<file path="config.mk">
export PLATFORM = sky130hd
export DESIGN_NAME = rph_packet_handler
export DESIGN_NICKNAME = d
export VERILOG_FILES = /design/src/rph_pkg.sv /design/src/rph_crc16.sv /design/src/rph_packet_handler.sv
export SDC_FILE = /design/constraint.sdc
export NUM_CORES = 1
export LEC_CHECK = 0
export ABC_AREA = 0
export BUFFER_PORTS_ARGS = -buffer_cell sky130_fd_sc_hd__buf_4
export CAP_MARGIN = 20
export CORE_MARGIN = 3
export CORE_UTILIZATION = 50
export CTS_BUF_LIST = sky130_fd_sc_hd__clkbuf_8
export DETAILED_ROUTE_END_ITERATION = 8
export GPL_TIMING_DRIVEN = 0
export PLACE_DENSITY = 0.66
export SETUP_SLACK_MARGIN = 0.05
export SLEW_MARGIN = 20
export SYNTH_ARGS = -nofsm -noshare
export SYNTH_HDL_FRONTEND = slang
export SYNTH_SLANG_ARGS = --single-unit
</file>
<file path="constraint.sdc">
create_clock -name clk -period 7.89 [get_ports clk]
set_input_delay 1.9725 -clock clk [delete_from_list [all_inputs] [get_ports clk]]
set_output_delay 1.9725 -clock clk [all_outputs]
set_load 0.05 [all_outputs]
</file>
<file path="src/rph_pkg.sv">
// constants and state types for the radio packet handler
`default_nettype none
package rph_pkg;
    localparam int FIFO_DEPTH = 64;
    localparam int FIFO_AW = 6;
    localparam int LEN_W = 11;
    localparam int CNT_W = 16;
    localparam int SYNC_W = 16;
    localparam int CRC_W = 16;
    localparam int CLK_HZ = 200_000_000;
    localparam int BIT_RATE_HZ = 250_000;
    // clock cycles per chip period, rounded down
    localparam int BIT_DIV = CLK_HZ / BIT_RATE_HZ;
    localparam logic [CRC_W-1:0] CRC_SEED = 16'h1d0f;
    localparam logic [CRC_W-1:0] CRC_POLY = 16'h1021;
    localparam logic [8:0] WHITE_SEED = 9'h1ff;
    localparam logic [7:0] PRE_BYTE = 8'haa;
    localparam logic [1:0] MODE_STBY = 2'h0;
    localparam logic [1:0] MODE_TX = 2'h1;
    localparam logic [1:0] MODE_RX = 2'h2;
    localparam logic [3:0] BYTE_LAST = 4'h7;
    localparam logic [3:0] WORD_LAST = 4'hf;
    typedef enum logic [2:0] {
        TX_IDLE = 3'h0,
        TX_PRE = 3'h1,
        TX_SYNC = 3'h3,
        TX_LOAD = 3'h2,
        TX_PAY = 3'h6,
        TX_CRC = 3'h7,
        TX_DONE = 3'h5
    } rph_tx_state_t;
    typedef enum logic [1:0] {
        RX_HUNT = 2'h0,
        RX_PAY = 2'h1,
        RX_CRC = 2'h3,
        RX_DONE = 2'h2
    } rph_rx_state_t;
endpackage : rph_pkg
`default_nettype wire

</file>
<file path="src/rph_crc16.sv">
// bit-serial checksum generator, msb first
`default_nettype none
module rph_crc16 (
    input wire logic clk,
    input wire logic rst_n,
    input wire logic clear,
    input wire logic step,
    input wire logic din,
    output logic [rph_pkg::CRC_W-1:0] crc_reg
);
    import rph_pkg::*;
    logic fb;
    assign fb = din ^ crc_reg[CRC_W-1];
    always_ff @(posedge clk) begin
        if (!rst_n || clear) begin
            crc_reg <= CRC_SEED;
        end else if (step) begin
            crc_reg <= {crc_reg[CRC_W-2:0], 1'b0} ^ (fb ? CRC_POLY : '0);
        end
    end
endmodule : rph_crc16
`default_nettype wire

</file>
<file path="src/rph_packet_handler.sv">
// packet handler: byte queue, tx framer and rx deframer
// Function
// format bit one selects length-byte framing
// first byte is payload length, max 255
// host gives at least two bytes
// format zero, length zero: unlimited packets
// no sync: no filtering, fill rule governs
// unlimited: tx checksum only, no rx flags
// tx adds preamble, sync, checksum, coding
// before start send preamble or constant
// launch rule one: first byte starts
// launch rule zero: threshold plus one bytes
// condition already met starts at once
// rx strips preamble, sync; keeps payload
// fixed rx counts the length setting
// variable rx loads length, drops oversize
// address mismatch stops reception
// checksum enabled: checked, pass flagged
// frame done raises event pin zero
// bad checksum clears queue unless kept
// queue readable in sleep or standby
// host refills large tx on flags
// tx done after last bit sent
// host drains large rx on flags
// format zero, length nonzero: fixed
// manchester: one is 10, zero 01
// counter decrements per byte, ends at zero
`default_nettype none
module rph_packet_handler #(
    parameter int unsigned BIT_DIV = rph_pkg::BIT_DIV
) (
    input wire logic clk,
    input wire logic rst_n,
    input wire logic [1:0] mode,
    input wire logic frame_format_select,
    input wire logic [rph_pkg::LEN_W-1:0] frame_length_setting,
    input wire logic transmit_launch_rule,
    input wire logic sync_word_enable,
    input wire logic [rph_pkg::SYNC_W-1:0] sync_word,
    input wire logic [rph_pkg::CNT_W-1:0] preamble_len,
    input wire logic queue_fill_rule,
    input wire logic [rph_pkg::FIFO_AW-1:0] queue_threshold_setting,
    input wire logic address_check_enable,
    input wire logic [7:0] local_node_id,
    input wire logic check_enable,
    input wire logic keep_on_bad_check,
    input wire logic manchester_enable,
    input wire logic whitening_enable,
    input wire logic fifo_wr,
    input wire logic [7:0] fifo_wdata,
    input wire logic fifo_rd,
    input wire logic rx_chip_valid,
    input wire logic rx_chip,
    output logic [7:0] fifo_rdata,
    output logic queue_empty_flag,
    output logic queue_full_flag,
    output logic queue_level_flag,
    output logic tx_bit_out,
    output logic tx_frame_done_flag,
    output logic rx_frame_done_flag,
    output logic check_passed_flag,
    output logic event_pin_zero
);
    import rph_pkg::*;

    logic mode_tx, mode_rx, unlimited, tick;
    logic [15:0] div_reg;
    logic [7:0] fifo_mem [FIFO_DEPTH];
    logic [FIFO_AW-1:0] wp_reg, rp_reg;
    logic [FIFO_AW:0] fcnt_reg, fcnt_next;
    logic f_empty, f_full, host_push, host_pop, push, pop, flush;
    logic [7:0] head;
    logic [CRC_W-1:0] crc;
    logic [8:0] lfsr_reg;
    logic crc_clear, crc_step, crc_din;
    rph_tx_state_t tx_state;
    logic [3:0] tx_bit_reg;
    logic [CNT_W-1:0] tx_cnt_reg;
    logic [7:0] tx_sh_reg;
    logic tx_half_reg, tx_first_reg, tx_tog_reg, launch_met, tx_launch;
    logic man_tx, tx_adv, tx_last, tx_pay_end, tx_dbit, tx_wbit, tx_chip;
    logic tx_flag_next;
    rph_rx_state_t rx_state;
    logic [3:0] rx_bit_reg;
    logic [CNT_W-1:0] rx_cnt_reg, rx_idx_reg;
    logic [7:0] rx_sh_reg, rx_byte;
    logic [SYNC_W-1:0] sync_sh_reg;
    logic [CRC_W-1:0] rx_crcsh_reg;
    logic rx_half_reg, rx_first_reg, rx_dc_on, rx_man, rx_wht, rx_inpay;
    logic rx_dvalid, rx_dbit, rx_bdone, rx_lenpos, rx_len_bad, rx_addr_bad;
    logic rx_push, rx_pay_end, rx_crc_end, rx_crc_ok, rx_start, rx_done_set;
    logic rx_flag_next, chk_flag_next;

    assign mode_tx = mode == MODE_TX;
    assign mode_rx = mode == MODE_RX;
    assign unlimited = !frame_format_select
        && frame_length_setting == '0; // see see

    // chip-rate enable
    always_ff @(posedge clk) begin
        if (!rst_n || div_reg == 16'(BIT_DIV - 1)) begin
            div_reg <= '0;
        end else begin
            div_reg <= div_reg + 16'h0001;
        end
    end
    assign tick = div_reg == 16'(BIT_DIV - 1);

    // byte queue; host writes in any mode but rx and reads in any mode but tx
    assign f_empty = fcnt_reg == '0;
    assign f_full = fcnt_reg == (FIFO_AW+1)'(FIFO_DEPTH);
    assign head = fifo_mem[rp_reg];
    assign host_push = fifo_wr && !mode_rx;
    assign host_pop = fifo_rd && !mode_tx;
    assign push = (host_push || rx_push) && !f_full;
    assign pop = (host_pop || tx_state == TX_LOAD) && !f_empty;
    assign fcnt_next = flush ? '0
        : fcnt_reg + (FIFO_AW+1)'(push) - (FIFO_AW+1)'(pop);
    always_ff @(posedge clk) begin
        if (push) begin
            fifo_mem[wp_reg] <= mode_rx ? rx_byte : fifo_wdata;
        end
    end
    always_ff @(posedge clk) begin
        if (!rst_n || flush) begin
            wp_reg <= '0;
            rp_reg <= '0;
        end else begin
            wp_reg <= wp_reg + FIFO_AW'(push);
            rp_reg <= rp_reg + FIFO_AW'(pop);
        end
        fcnt_reg <= rst_n ? fcnt_next : '0;
    end
    always_ff @(posedge clk) begin
        if (!rst_n) begin
            fifo_rdata <= '0;
            queue_empty_flag <= 1'b1;
            queue_full_flag <= 1'b0;
            queue_level_flag <= 1'b0;
        end else begin
            if (host_pop && !f_empty) begin
                fifo_rdata <= head;
            end
            queue_empty_flag <= fcnt_next == '0;
            queue_full_flag <= fcnt_next == (FIFO_AW+1)'(FIFO_DEPTH);
            queue_level_flag <= fcnt_next > {1'b0, queue_threshold_setting};
        end
    end

    // shared checksum and whitening engine; tx and rx never overlap
    assign crc_clear = tx_launch || rx_start;
    assign crc_step = (tx_adv && tx_state == TX_PAY)
        || (rx_dvalid && rx_state == RX_PAY);
    assign crc_din = mode_tx ? tx_dbit : rx_dbit;
    rph_crc16 u_crc (
        .clk(clk),
        .rst_n(rst_n),
        .clear(crc_clear),
        .step(crc_step),
        .din(crc_din),
        .crc_reg(crc)
    );
    always_ff @(posedge clk) begin
        if (!rst_n || crc_clear) begin
            lfsr_reg <= WHITE_SEED;
        end else if ((tx_adv && (tx_state == TX_PAY || tx_state == TX_CRC))
                || rx_dvalid) begin
            lfsr_reg <= {lfsr_reg[0] ^ lfsr_reg[5], lfsr_reg[8:1]};
        end
    end

    // transmit framer
    assign launch_met = transmit_launch_rule ? !f_empty
        : fcnt_reg > {1'b0, queue_threshold_setting};
    assign tx_launch = mode_tx && tx_state == TX_IDLE && launch_met;
    assign man_tx = manchester_enable
        && (tx_state == TX_PAY || tx_state == TX_CRC);
    assign tx_adv = tick && (!man_tx || tx_half_reg);
    assign tx_last = tx_bit_reg == ((tx_state == TX_SYNC
        || tx_state == TX_CRC) ? WORD_LAST : BYTE_LAST);
    assign tx_pay_end = unlimited ? f_empty : tx_cnt_reg == CNT_W'(1);
    assign tx_dbit = tx_state == TX_PRE ? PRE_BYTE[3'h7 - tx_bit_reg[2:0]]
        : tx_state == TX_SYNC ? sync_word[WORD_LAST - tx_bit_reg]
        : tx_state == TX_PAY ? tx_sh_reg[3'h7 - tx_bit_reg[2:0]]
        : tx_state == TX_CRC ? ~crc[WORD_LAST - tx_bit_reg]
        : (preamble_len == '0) && tx_tog_reg;
    assign tx_wbit = tx_dbit ^ (man_tx ? 1'b0
        : whitening_enable && (tx_state == TX_PAY || tx_state == TX_CRC)
        && lfsr_reg[0]);
    assign tx_chip = man_tx ? tx_wbit ^ tx_half_reg : tx_wbit;

    always_ff @(posedge clk) begin
        if (!rst_n || !mode_tx) begin
            tx_state <= TX_IDLE;
            tx_bit_reg <= '0;
            tx_cnt_reg <= '0;
            tx_sh_reg <= '0;
            tx_half_reg <= 1'b0;
            tx_first_reg <= 1'b0;
        end else begin
            if (tick) begin
                tx_half_reg <= man_tx && !tx_half_reg;
            end
            if (tx_adv && tx_state != TX_IDLE && tx_state != TX_LOAD) begin
                tx_bit_reg <= tx_last ? '0 : tx_bit_reg + 4'h1;
            end
            unique case (tx_state)
                TX_IDLE: if (launch_met) begin
                    tx_first_reg <= 1'b1;
                    tx_half_reg <= 1'b0;
                    if (preamble_len != '0) begin
                        tx_state <= TX_PRE;
                        tx_cnt_reg <= preamble_len;
                    end else begin
                        tx_cnt_reg <= CNT_W'(frame_length_setting);
                        tx_state <= sync_word_enable ? TX_SYNC : TX_LOAD;
                    end
                end
                TX_PRE: if (tx_adv && tx_last) begin
                    tx_cnt_reg <= tx_cnt_reg - CNT_W'(1);
                    if (tx_cnt_reg == CNT_W'(1)) begin
                        tx_cnt_reg <= CNT_W'(frame_length_setting);
                        tx_state <= sync_word_enable ? TX_SYNC : TX_LOAD;
                    end
                end
                TX_SYNC: if (tx_adv && tx_last) begin
                    tx_state <= TX_LOAD;
                end
                TX_LOAD: begin
                    tx_sh_reg <= f_empty ? 8'h00 : head;
                    if (tx_first_reg && frame_format_select) begin
                        tx_cnt_reg <= CNT_W'(head) + CNT_W'(1);
                    end
                    tx_first_reg <= 1'b0;
                    tx_state <= TX_PAY;
                end
                TX_PAY: if (tx_adv && tx_last) begin
                    tx_cnt_reg <= tx_cnt_reg - CNT_W'(1);
                    if (tx_pay_end) begin
                        // checksum also generated in unlimited mode
                        tx_state <= check_enable ? TX_CRC : TX_DONE;
                    end else begin
                        tx_state <= TX_LOAD;
                    end
                end
                TX_CRC: if (tx_adv && tx_last) begin
                    tx_state <= TX_DONE;
                end
                TX_DONE: tx_state <= TX_DONE;
                default: tx_state <= TX_IDLE;
            endcase
        end
    end
    always_ff @(posedge clk) begin
        if (!rst_n) begin
            tx_bit_out <= 1'b0;
            tx_tog_reg <= 1'b0;
        end else if (tick) begin
            tx_bit_out <= mode_tx && tx_state != TX_DONE && tx_chip;
            tx_tog_reg <= !tx_tog_reg;
        end
    end

    // receive deframer
    assign rx_dc_on = !(unlimited && !sync_word_enable);
    assign rx_man = manchester_enable && rx_dc_on;
    assign rx_wht = whitening_enable && !manchester_enable && rx_dc_on;
    assign rx_inpay = rx_state == RX_PAY || rx_state == RX_CRC;
    assign rx_dvalid = rx_inpay && rx_chip_valid && (!rx_man || rx_half_reg);
    // first chip of a pair carries the bit
    assign rx_dbit = (rx_man ? rx_first_reg : rx_chip)
        ^ (rx_wht && lfsr_reg[0]);
    assign rx_byte = {rx_sh_reg[6:0], rx_dbit};
    assign rx_bdone = rx_dvalid && rx_state == RX_PAY
        && rx_bit_reg == BYTE_LAST;
    assign rx_lenpos = frame_format_select && rx_idx_reg == '0;
    assign rx_len_bad = rx_bdone && rx_lenpos
        && {3'h0, rx_byte} > frame_length_setting;
    assign rx_addr_bad = rx_bdone && address_check_enable && rx_dc_on
        && rx_idx_reg == CNT_W'(frame_format_select)
        && rx_byte != local_node_id;
    assign rx_push = mode_rx && rx_bdone && !rx_len_bad && !rx_addr_bad;
    assign rx_pay_end = rx_push && !unlimited && (rx_lenpos
        ? rx_byte == 8'h00 : rx_cnt_reg == CNT_W'(1)); // see
    assign rx_crc_end = rx_dvalid && rx_state == RX_CRC
        && rx_bit_reg == WORD_LAST;
    assign rx_crc_ok = {rx_crcsh_reg[CRC_W-2:0], rx_dbit} == ~crc;
    assign rx_start = mode_rx && rx_state == RX_HUNT && rx_chip_valid
        && (sync_word_enable
        ? {sync_sh_reg[SYNC_W-2:0], rx_chip} == sync_word
        : queue_fill_rule);
    // a bad frame is dropped whole, including bytes already queued, save a bad-checksum frame while keep_on_bad_check is set
    assign flush = mode_rx && (rx_len_bad || rx_addr_bad
        || (rx_crc_end && !rx_crc_ok && !keep_on_bad_check));
    assign rx_done_set = mode_rx && ((rx_pay_end && !check_enable)
        || (rx_crc_end && (rx_crc_ok || keep_on_bad_check)));

    always_ff @(posedge clk) begin
        if (!rst_n || !mode_rx) begin
            rx_state <= RX_HUNT;
            sync_sh_reg <= '0;
            rx_bit_reg <= '0;
            rx_cnt_reg <= '0;
            rx_idx_reg <= '0;
            rx_sh_reg <= '0;
            rx_crcsh_reg <= '0;
            rx_half_reg <= 1'b0;
            rx_first_reg <= 1'b0;
        end else begin
            if (rx_chip_valid) begin
                sync_sh_reg <= {sync_sh_reg[SYNC_W-2:0], rx_chip};
                rx_first_reg <= rx_chip;
                rx_half_reg <= rx_inpay && rx_man && !rx_half_reg;
            end
            unique case (rx_state)
                RX_HUNT: if (rx_start) begin
                    rx_state <= RX_PAY;
                    rx_bit_reg <= '0;
                    rx_idx_reg <= '0;
                    rx_cnt_reg <= CNT_W'(frame_length_setting);
                end
                RX_PAY: if (rx_dvalid) begin
                    rx_sh_reg <= rx_byte;
                    rx_bit_reg <= rx_bdone ? '0 : rx_bit_reg + 4'h1;
                    if (rx_bdone) begin
                        rx_idx_reg <= rx_idx_reg + CNT_W'(1);
                        rx_cnt_reg <= rx_lenpos ? CNT_W'(rx_byte)
                            : rx_cnt_reg - CNT_W'(1);
                        if (rx_len_bad || rx_addr_bad) begin
                            rx_state <= RX_HUNT;
                        end else if (rx_pay_end) begin
                            rx_state <= check_enable ? RX_CRC : RX_DONE;
                        end
                    end
                end
                RX_CRC: if (rx_dvalid) begin
                    rx_crcsh_reg <= {rx_crcsh_reg[CRC_W-2:0], rx_dbit};
                    rx_bit_reg <= rx_bit_reg + 4'h1;
                    if (rx_crc_end) begin
                        rx_state <= (rx_crc_ok || keep_on_bad_check)
                            ? RX_DONE : RX_HUNT;
                    end
                end
                RX_DONE: rx_state <= RX_DONE;
            endcase
        end
    end

    // status flags; a set in the clearing cycle wins, save on tx done, where leaving tx mode wins
    assign rx_flag_next = rx_done_set || (rx_frame_done_flag
        && !(host_pop && fcnt_next == '0));
    assign chk_flag_next = (rx_crc_end && rx_crc_ok && mode_rx)
        || (check_passed_flag && !rx_start);
    assign tx_flag_next = mode_tx && (tx_frame_done_flag
        || (tx_state == TX_DONE && tick));
    always_ff @(posedge clk) begin
        if (!rst_n) begin
            rx_frame_done_flag <= 1'b0;
            check_passed_flag <= 1'b0;
            tx_frame_done_flag <= 1'b0;
            event_pin_zero <= 1'b0;
        end else begin
            rx_frame_done_flag <= rx_flag_next;
            check_passed_flag <= chk_flag_next;
            tx_frame_done_flag <= tx_flag_next;
            event_pin_zero <= (mode_rx && rx_flag_next)
                || (mode_tx && tx_flag_next);
        end
    end
endmodule : rph_packet_handler
`default_nettype wire

</file>
==> metrics.txt, run 1 <==
largest net degree at the start of global routing 65; number of cells traversed by the worst hold path 2; final hold violation count 0; hold crit path type reg -> reg; max-slew violation total from the final report 0; post-synthesis sequential area ratio 61.9%; clock tree from TritonCTS yes; iteration count of the initial detailed-routing pass 9; H-tree Lvls 3; reg2reg path depth 24; starting density of the core between 50% and 60%; syn nets 2392; Setup TNS 0 ns; vias post-DR 20900; global route total overflow 0; leading register cell type out of synthesis sky130_fd_sc_hd__edfxtp_1; total placed cells including tap cells 3163; cts repair resizes 0; count of clock tree sinks 698; peak clock frequency supported by timing 135 MHz; height of the die 254 um; Startpoint Class primary input; total global routing track utilization 28.1%; Longest Clk Path Bufs 3; Final Power 8.78 mW; max_slew headroom 21.6%; post-synth top area cell sky130_fd_sc_hd__edfxtp_1; worst reg2reg endpoint event_pin_zero; clock latency on the worst-skew pair around 0.75 ns; standard-cell rows 90; layout net count 2622; post-DR vias/cell 6.19; maximum VDD drop 0.000209 V; FFs w/ async S/R, synth 0%; number of design rule violations left after detail routing 0; source of the worst register-to-register timing path rx_idx_reg[8]; number of enable-type register cells in the synthesized netlist 512; Setup Skew 0.0446 ns; Post-CTS Setup Repair Bufs 0; kind of critical path in -> reg; CTS clk-pin slew, worst paths 0.07 ns; cell area after synthesis 0.0308 mm2; data required time of the critical path 8.51 ns; final wirelength 91300 um; Maximum Capacitance Violations 0; register-to-register setup slack 1.71 ns; Clock Root Buffer sky130_fd_sc_hd__clkbuf_8; DIE AREA around 0.065 mm2; Biggest register fifo_mem; top-level I/O count 98; total power divided by cell area ~250 mW/mm2; post-detail-place hpwl ~62000 um; Final Cell Area approximately 0.035 mm2; Largest register FFs between 500 and 600; total setup violations reported at the end of the flow 0; Yosys warning total 0; synthesis-stage register bit count ~700; number of buffers created by CTS 113; synthesis-to-finish area growth 13.4%; via count of the first global-routing pass 20400; arrival time at the worst endpoint around 8.0 ns; wire per inst 27.1 um; share of final-layout standard cells stronger than drive strength 1 17.2%; core footprint 0.0607 mm2; Synth Instances between 2000 and 2500; Non-Filler Instances 3371; DIE WIDTH 254 um; standard cell area after detailed placement about 0.033 mm2; global placement routability congestion around 0.94; largest cells by area after synthesis sky130_fd_sc_hd__edfxtp_1, sky130_fd_sc_hd__dfxtp_1, sky130_fd_sc_hd__mux4_2; hold_sp tx_first_reg; final standard cell utilization of the core 57.6%; kind of capture point of the worst setup path flip-flop; share of the synthesized area in the top cell type between 40 and 50%; Avg Synthesized Cell Area 13.6 um2; residual antenna-violating net count after detailed routing 0; global-route wire length before repair 132000 um; setup repair after global routing missed its margin false; crit path time final approximately 7.4 ns; Final period util 93.7%; number of antenna violations at the first check in global routing 2; terminating pin of the worst hold path tx_first_reg; number of unique standard cell types used by synthesis 91; number of hold buffers added after CTS 0; number of port buffers 96; biggest fanout along the worst timing path 10; First DRT Iteration DRCs 1977; slew at the pin closest to its max-slew limit 1.18 ns; result of the run completed; Lkg Pwr between 10 and 15 nW
[layout by cell type (no fill, tap or decap), drive strengths merged, types with 13 or more instances in the layout]
cell type and instances:
clkinv 30, inv 100, clkbuf 178, edfxtp 512
mux2i 126, o221ai 13, nor2b 21, a221oi 20
and3 18, ha 42, xor2 49, a211oi 17
nand2b 13, nor4 41, dfxtp 186, nor2 242
nand4 27, buf 172, a21oi 98, or3 21
o211ai 13, o21ai 65, o22ai 14, nor3 27
mux4 110, xnor2 52, nand2 185, nand3 41
[metrics by stage]
stage	setup WS, ns	hold WS [ns]
6_report	0.501	0.466
5_1_grt	0.236	0.486
4_1_cts	0.558	0.465
3_5_place_dp	-0.185	0.454
3_3_place_gp	-1.97	0.442
2_1_floorplan	1.62	0.430
[critical path, stage by stage]
cell and delay (ns):
sky130_fd_sc_hd__buf_4 0.15, sky130_fd_sc_hd__nor3_1 0.44, sky130_fd_sc_hd__and2_1 0.28, sky130_fd_sc_hd__nand3_1 0.26, sky130_fd_sc_hd__and3_1 0.25, sky130_fd_sc_hd__buf_2 0.18
sky130_fd_sc_hd__a211oi_1 0.34, sky130_fd_sc_hd__a211oi_1 0.12, sky130_fd_sc_hd__o21ai_2 0.35, sky130_fd_sc_hd__buf_2 0.39, sky130_fd_sc_hd__buf_2 0.46, sky130_fd_sc_hd__ha_1 0.31
sky130_fd_sc_hd__inv_1 0.06, sky130_fd_sc_hd__ha_1 0.16, sky130_fd_sc_hd__inv_1 0.06, sky130_fd_sc_hd__fa_1 0.38, sky130_fd_sc_hd__nand2b_1 0.16, sky130_fd_sc_hd__a21oi_1 0.16
sky130_fd_sc_hd__o21ai_0 0.13, sky130_fd_sc_hd__a21oi_1 0.22, sky130_fd_sc_hd__nor3_1 0.11, sky130_fd_sc_hd__o41ai_1 0.48, sky130_fd_sc_hd__nand3_1 0.19, sky130_fd_sc_hd__a21bo_1 0.22
sky130_fd_sc_hd__a21o_1 0.17
[layout make-up]
cell class / count / area, um2
Inverter: 47 / 176
Clock buffer: 119 / 1640
Fill cell: 4922 / 25700
Antenna cell: 2 / 5.00
Multi-Input combinational cell: 1406 / 11000
Buffer: 116 / 702
Timing Repair Buffer: 115 / 885
Sequential cell: 698 / 19100
Tap cell: 782 / 978
Clock inverter: 86 / 464
[report_power, final]
part / total [mW] / switching [mW] / internal [mW]
combinational: 1.80 / 1.09 / 0.701
sequential: 4.05 / 0.0449 / 4.00
clock: 2.94 / 1.47 / 1.47
[worst max-delay path by stage]
| stage | slack, ns | from | to | cells after the start |
|---|---|---|---|---|
| 3_3_place_gp | -1.97 | frame_length_setting[9] | fifo_mem[46][0] | 7 |
| 2_1_floorplan | 1.62 | frame_length_setting[5] | event_pin_zero | 24 |
| 5_1_grt | 0.24 | frame_length_setting[9] | event_pin_zero | 25 |
| 3_5_place_dp | -0.19 | frame_length_setting[9] | event_pin_zero | 25 |
| 4_1_cts | 0.56 | frame_length_setting[9] | event_pin_zero | 25 |
| 6_report | 0.50 | frame_length_setting[9] | event_pin_zero | 25 |
[metal layers]
layer	vias up	track usage, %	part of all wire [%]
met5	-	0	0.014
met4	2	11.8	4.4
met3	249	5.26	8.1
met2	1047	47.3	48
met1	10400	36.1	39
li1	9156	-	-
[cells by family (layout without fill, tap and decap cells)]
family | after synthesis | count (layout) | synth area share (%)
other cells | 0 | 2 | 0
fa+ha+maj | 43 | 43 | 1.77
compound gates | 330 | 330 | 7.22
buf+inv | 163 | 483 | 2.85
simple gates | 688 | 688 | 10.6
xor+xnor | 101 | 101 | 2.87
flops | 698 | 698 | 61.9
mux | 244 | 244 | 12.8
[cells in the mapped netlist (44+ instances only)]
| master | number |
|---|---|
| sky130_fd_sc_hd__mux4_2 | 81 |
| sky130_fd_sc_hd__edfxtp_1 | 512 |
| sky130_fd_sc_hd__dfxtp_1 | 186 |
| sky130_fd_sc_hd__inv_1 | 44 |
| sky130_fd_sc_hd__nand2_1 | 185 |
| sky130_fd_sc_hd__mux2i_1 | 126 |
| sky130_fd_sc_hd__nor2_1 | 242 |
| sky130_fd_sc_hd__a21oi_1 | 97 |
| sky130_fd_sc_hd__xor2_1 | 49 |
| sky130_fd_sc_hd__xnor2_1 | 52 |
| sky130_fd_sc_hd__o21ai_0 | 52 |
| sky130_fd_sc_hd__clkbuf_1 | 57 |
Power figures use the tool's default switching activity.
==> run 2: changes to the inputs <==
- CORE_UTILIZATION: 50 -> 58
- PLACE_DENSITY: 0.66 -> 0.75
==> run 2 against run 1 <==
Compared with the run above:
- final area shrank 0.48%
- utilization is 9.4 points higher
- clock skew rose by 0.0065 ns
- first-iteration DRC count rose by 28%
- critical path type unchanged
==> metrics.txt, run 2 (synthesis results as in run 1) <==
layout net count 2621; endpoint of the most critical setup path event_pin_zero; commonest non-fill, non-tap cells in the layout sky130_fd_sc_hd__edfxtp_1, sky130_fd_sc_hd__nor2_1, sky130_fd_sc_hd__dfxtp_1; core footprint a little over 0.05 mm2; result of the run completed; post-detail-place hpwl 61200 um; number of hold buffers added after CTS 0; Fill cells 3730; most common cell after layout, fill and taps aside sky130_fd_sc_hd__edfxtp_1; DIE WIDTH 237 um; part of the total power dissipated in the clock network roughly a third; max-slew violation total from the final report 0; total setup violations reported at the end of the flow 0; Final Cell Area 0.0348 mm2; Post-CTS Setup Repair Bufs 0; number of design rule violations left after detail routing 0; routed length on met1 around 33000 um; Setup TNS 0 ns; vias post-DR 21200; count of buffer and inverter cells on the critical path 6; switching part of the total power 29.3%; share of final-layout standard cells stronger than drive strength 1 17.3%; First DRT Iteration DRCs 2531; cell internal pwr 6.15 mW; number of antenna violations at the first check in global routing 0; standard cell area after detailed placement roughly 0.033 mm2; Setup Skew approximately 0.051 ns; Switching Power 2.54 mW; Maximum Capacitance Violations 0; worst reg2reg endpoint event_pin_zero; source of the worst register-to-register timing path rx_idx_reg[10]; hold crit path type reg -> reg; iteration count of the initial detailed-routing pass 6; reg2reg path depth 24; number of port buffers 96; global placement routability congestion roughly 0.97; via count of the first global-routing pass around 21000; register-to-register setup slack 1.63 ns; DIE AREA 0.0560 mm2; residual antenna-violating net count after detailed routing 0; total stage count of the critical path 25; largest net degree at the start of global routing 65; Biggest register fifo_mem; Clock Root Buffer sky130_fd_sc_hd__clkbuf_8; Startpoint Class primary input; worst-path cell with the longest stage delay sky130_fd_sc_hd__o21ai_1; global route total overflow 0; slew at the pin closest to its max-slew limit 1.07 ns; Top delay family on crit path compound AO/OA/AOI/OAI gates; peak clock frequency supported by timing 136 MHz; H-tree Lvls 3; top-level I/O count 98; cell seen most often among critical-path stages sky130_fd_sc_hd__buf_2; kind of critical path in -> reg; CTS clk-pin slew, worst paths 0.07 ns; Final period util 93.0%; total placed cells including tap cells 3066; count of clock tree sinks 698; biggest fanout along the worst timing path 10; crit path time final 7.34 ns; ANT cells 0; height of the die ~240 um; Critical path origin frame_length_setting[5]; Longest Clk Path Bufs 3; Final Power 8.69 mW; maximum VDD drop 0.000196 V; max_slew headroom 28.4%; Non-Filler Instances 3259; wire per inst around 27 um; kind of capture point of the worst setup path flip-flop; setup repair after global routing missed its margin false; clock tree from TritonCTS yes; starting density of the core 59.4%; Worst Hold Margin 0.471 ns; biggest cell delay along the critical path 0.53 ns; data required time of the critical path approximately 8.5 ns; top routing layer in use met4; clock latency on the worst-skew pair 0.73 ns; final hold violation count 0; WL met3 8490 um; standard-cell rows 83; number of buffers created by CTS 108; Largest register FFs 512; arrival time at the worst endpoint 7.96 ns; part of the power in combinational logic 20.5%; total power divided by cell area 250 mW/mm2; Met2 Wirelength between 40000 and 50000 um; part of the total power dissipated in sequential elements between 40% and 50%; cts repair resizes 0; synthesis-to-finish area growth 12.9%; final wirelength roughly 89000 um; global-route wire length before repair 132000 um; post-DR vias/cell 6.50; total global routing track utilization 31.7%; Lkg Pwr 11.8 nW
## run 2: changes by cell type in the layout (fill, tap and decap cells not counted), moves of 2 or more
cell and delta:
sky130_fd_sc_hd__nand2_4 -3, sky130_fd_sc_hd__clkinv_1 +12, sky130_fd_sc_hd__inv_1 -21, sky130_fd_sc_hd__buf_12 +2
sky130_fd_sc_hd__nand2_2 +3, sky130_fd_sc_hd__inv_12 -2, sky130_fd_sc_hd__buf_2 +2, sky130_fd_sc_hd__diode_2 -2
## run 2: cell type report
class	count	area, um2	area share [%]
Timing Repair Buffer	119	953	2.74
Inverter	47	176	0.507
Buffer	116	703	2.02
Multi-Input combinational cell	1406	11000	31.7
Tap cell	680	851	2.44
Clock buffer	118	1620	4.66
Sequential cell	698	19100	54.8
Clock inverter	75	392	1.12
## run 2: per-layer routing
layer	GRT usage, %	up-vias
met5	0	-
met4	17.5	0
met3	6.37	331
met2	51.6	1352
met1	40.0	10300
li1	-	9156
## run 2: how the worst min path moves through the flow
stage / slack, ns / startpoint / cells past startpoint / endpoint
global placement: 0.44 / div_reg[0] / 1 / div_reg[0]
CTS: 0.46 / tx_first_reg / 2 / tx_first_reg
global route: 0.48 / fifo_rdata[2] / 2 / fifo_rdata[2]
floorplan: 0.43 / div_reg[0] / 1 / div_reg[0]
detailed placement: 0.45 / tx_first_reg / 2 / tx_first_reg
finish: 0.47 / tx_first_reg / 2 / tx_first_reg
## run 2: worst reg2reg max path: stages, from the launching register on
cell and delay, ns:
sky130_fd_sc_hd__dfxtp_1 0.33, sky130_fd_sc_hd__nor4_1 0.34, sky130_fd_sc_hd__nand4_1 0.26, sky130_fd_sc_hd__or2_1 0.28
sky130_fd_sc_hd__buf_2 0.19, sky130_fd_sc_hd__a211o_1 0.28, sky130_fd_sc_hd__a211oi_1 0.26, sky130_fd_sc_hd__a211oi_1 0.09
sky130_fd_sc_hd__o21ai_1 0.53, sky130_fd_sc_hd__buf_2 0.43, sky130_fd_sc_hd__buf_2 0.45, sky130_fd_sc_hd__ha_1 0.31
sky130_fd_sc_hd__inv_1 0.06, sky130_fd_sc_hd__ha_1 0.16, sky130_fd_sc_hd__inv_1 0.05, sky130_fd_sc_hd__fa_1 0.39
sky130_fd_sc_hd__nand2b_1 0.16, sky130_fd_sc_hd__a21oi_1 0.16, sky130_fd_sc_hd__o21ai_0 0.12, sky130_fd_sc_hd__a21oi_1 0.21
sky130_fd_sc_hd__nor3_1 0.10, sky130_fd_sc_hd__o41ai_1 0.45, sky130_fd_sc_hd__nand3_1 0.13, sky130_fd_sc_hd__a21bo_1 0.23
sky130_fd_sc_hd__a21o_1 0.18
## run 2: power groups by stage
stage	clock network [mW]	logic, mW	registers (mW)
after global routing	3.05	1.88	4.05
after global placement	0	1.70	4.13
after CTS	2.88	1.76	4.05
after floorplan	0	1.14	4.16
after detailed placement	0	1.76	4.12
final	2.86	1.78	4.05
## run 2: stage by stage
step / setup slack [ns] / util [%]
after floorplan: 1.62 / -
after CTS: 0.763 / 67.1
after global placement: -1.50 / 62.4
final: 0.553 / 67.1
after global routing: 0.0778 / 67.1
after detailed placement: 0.0403 / 63.2
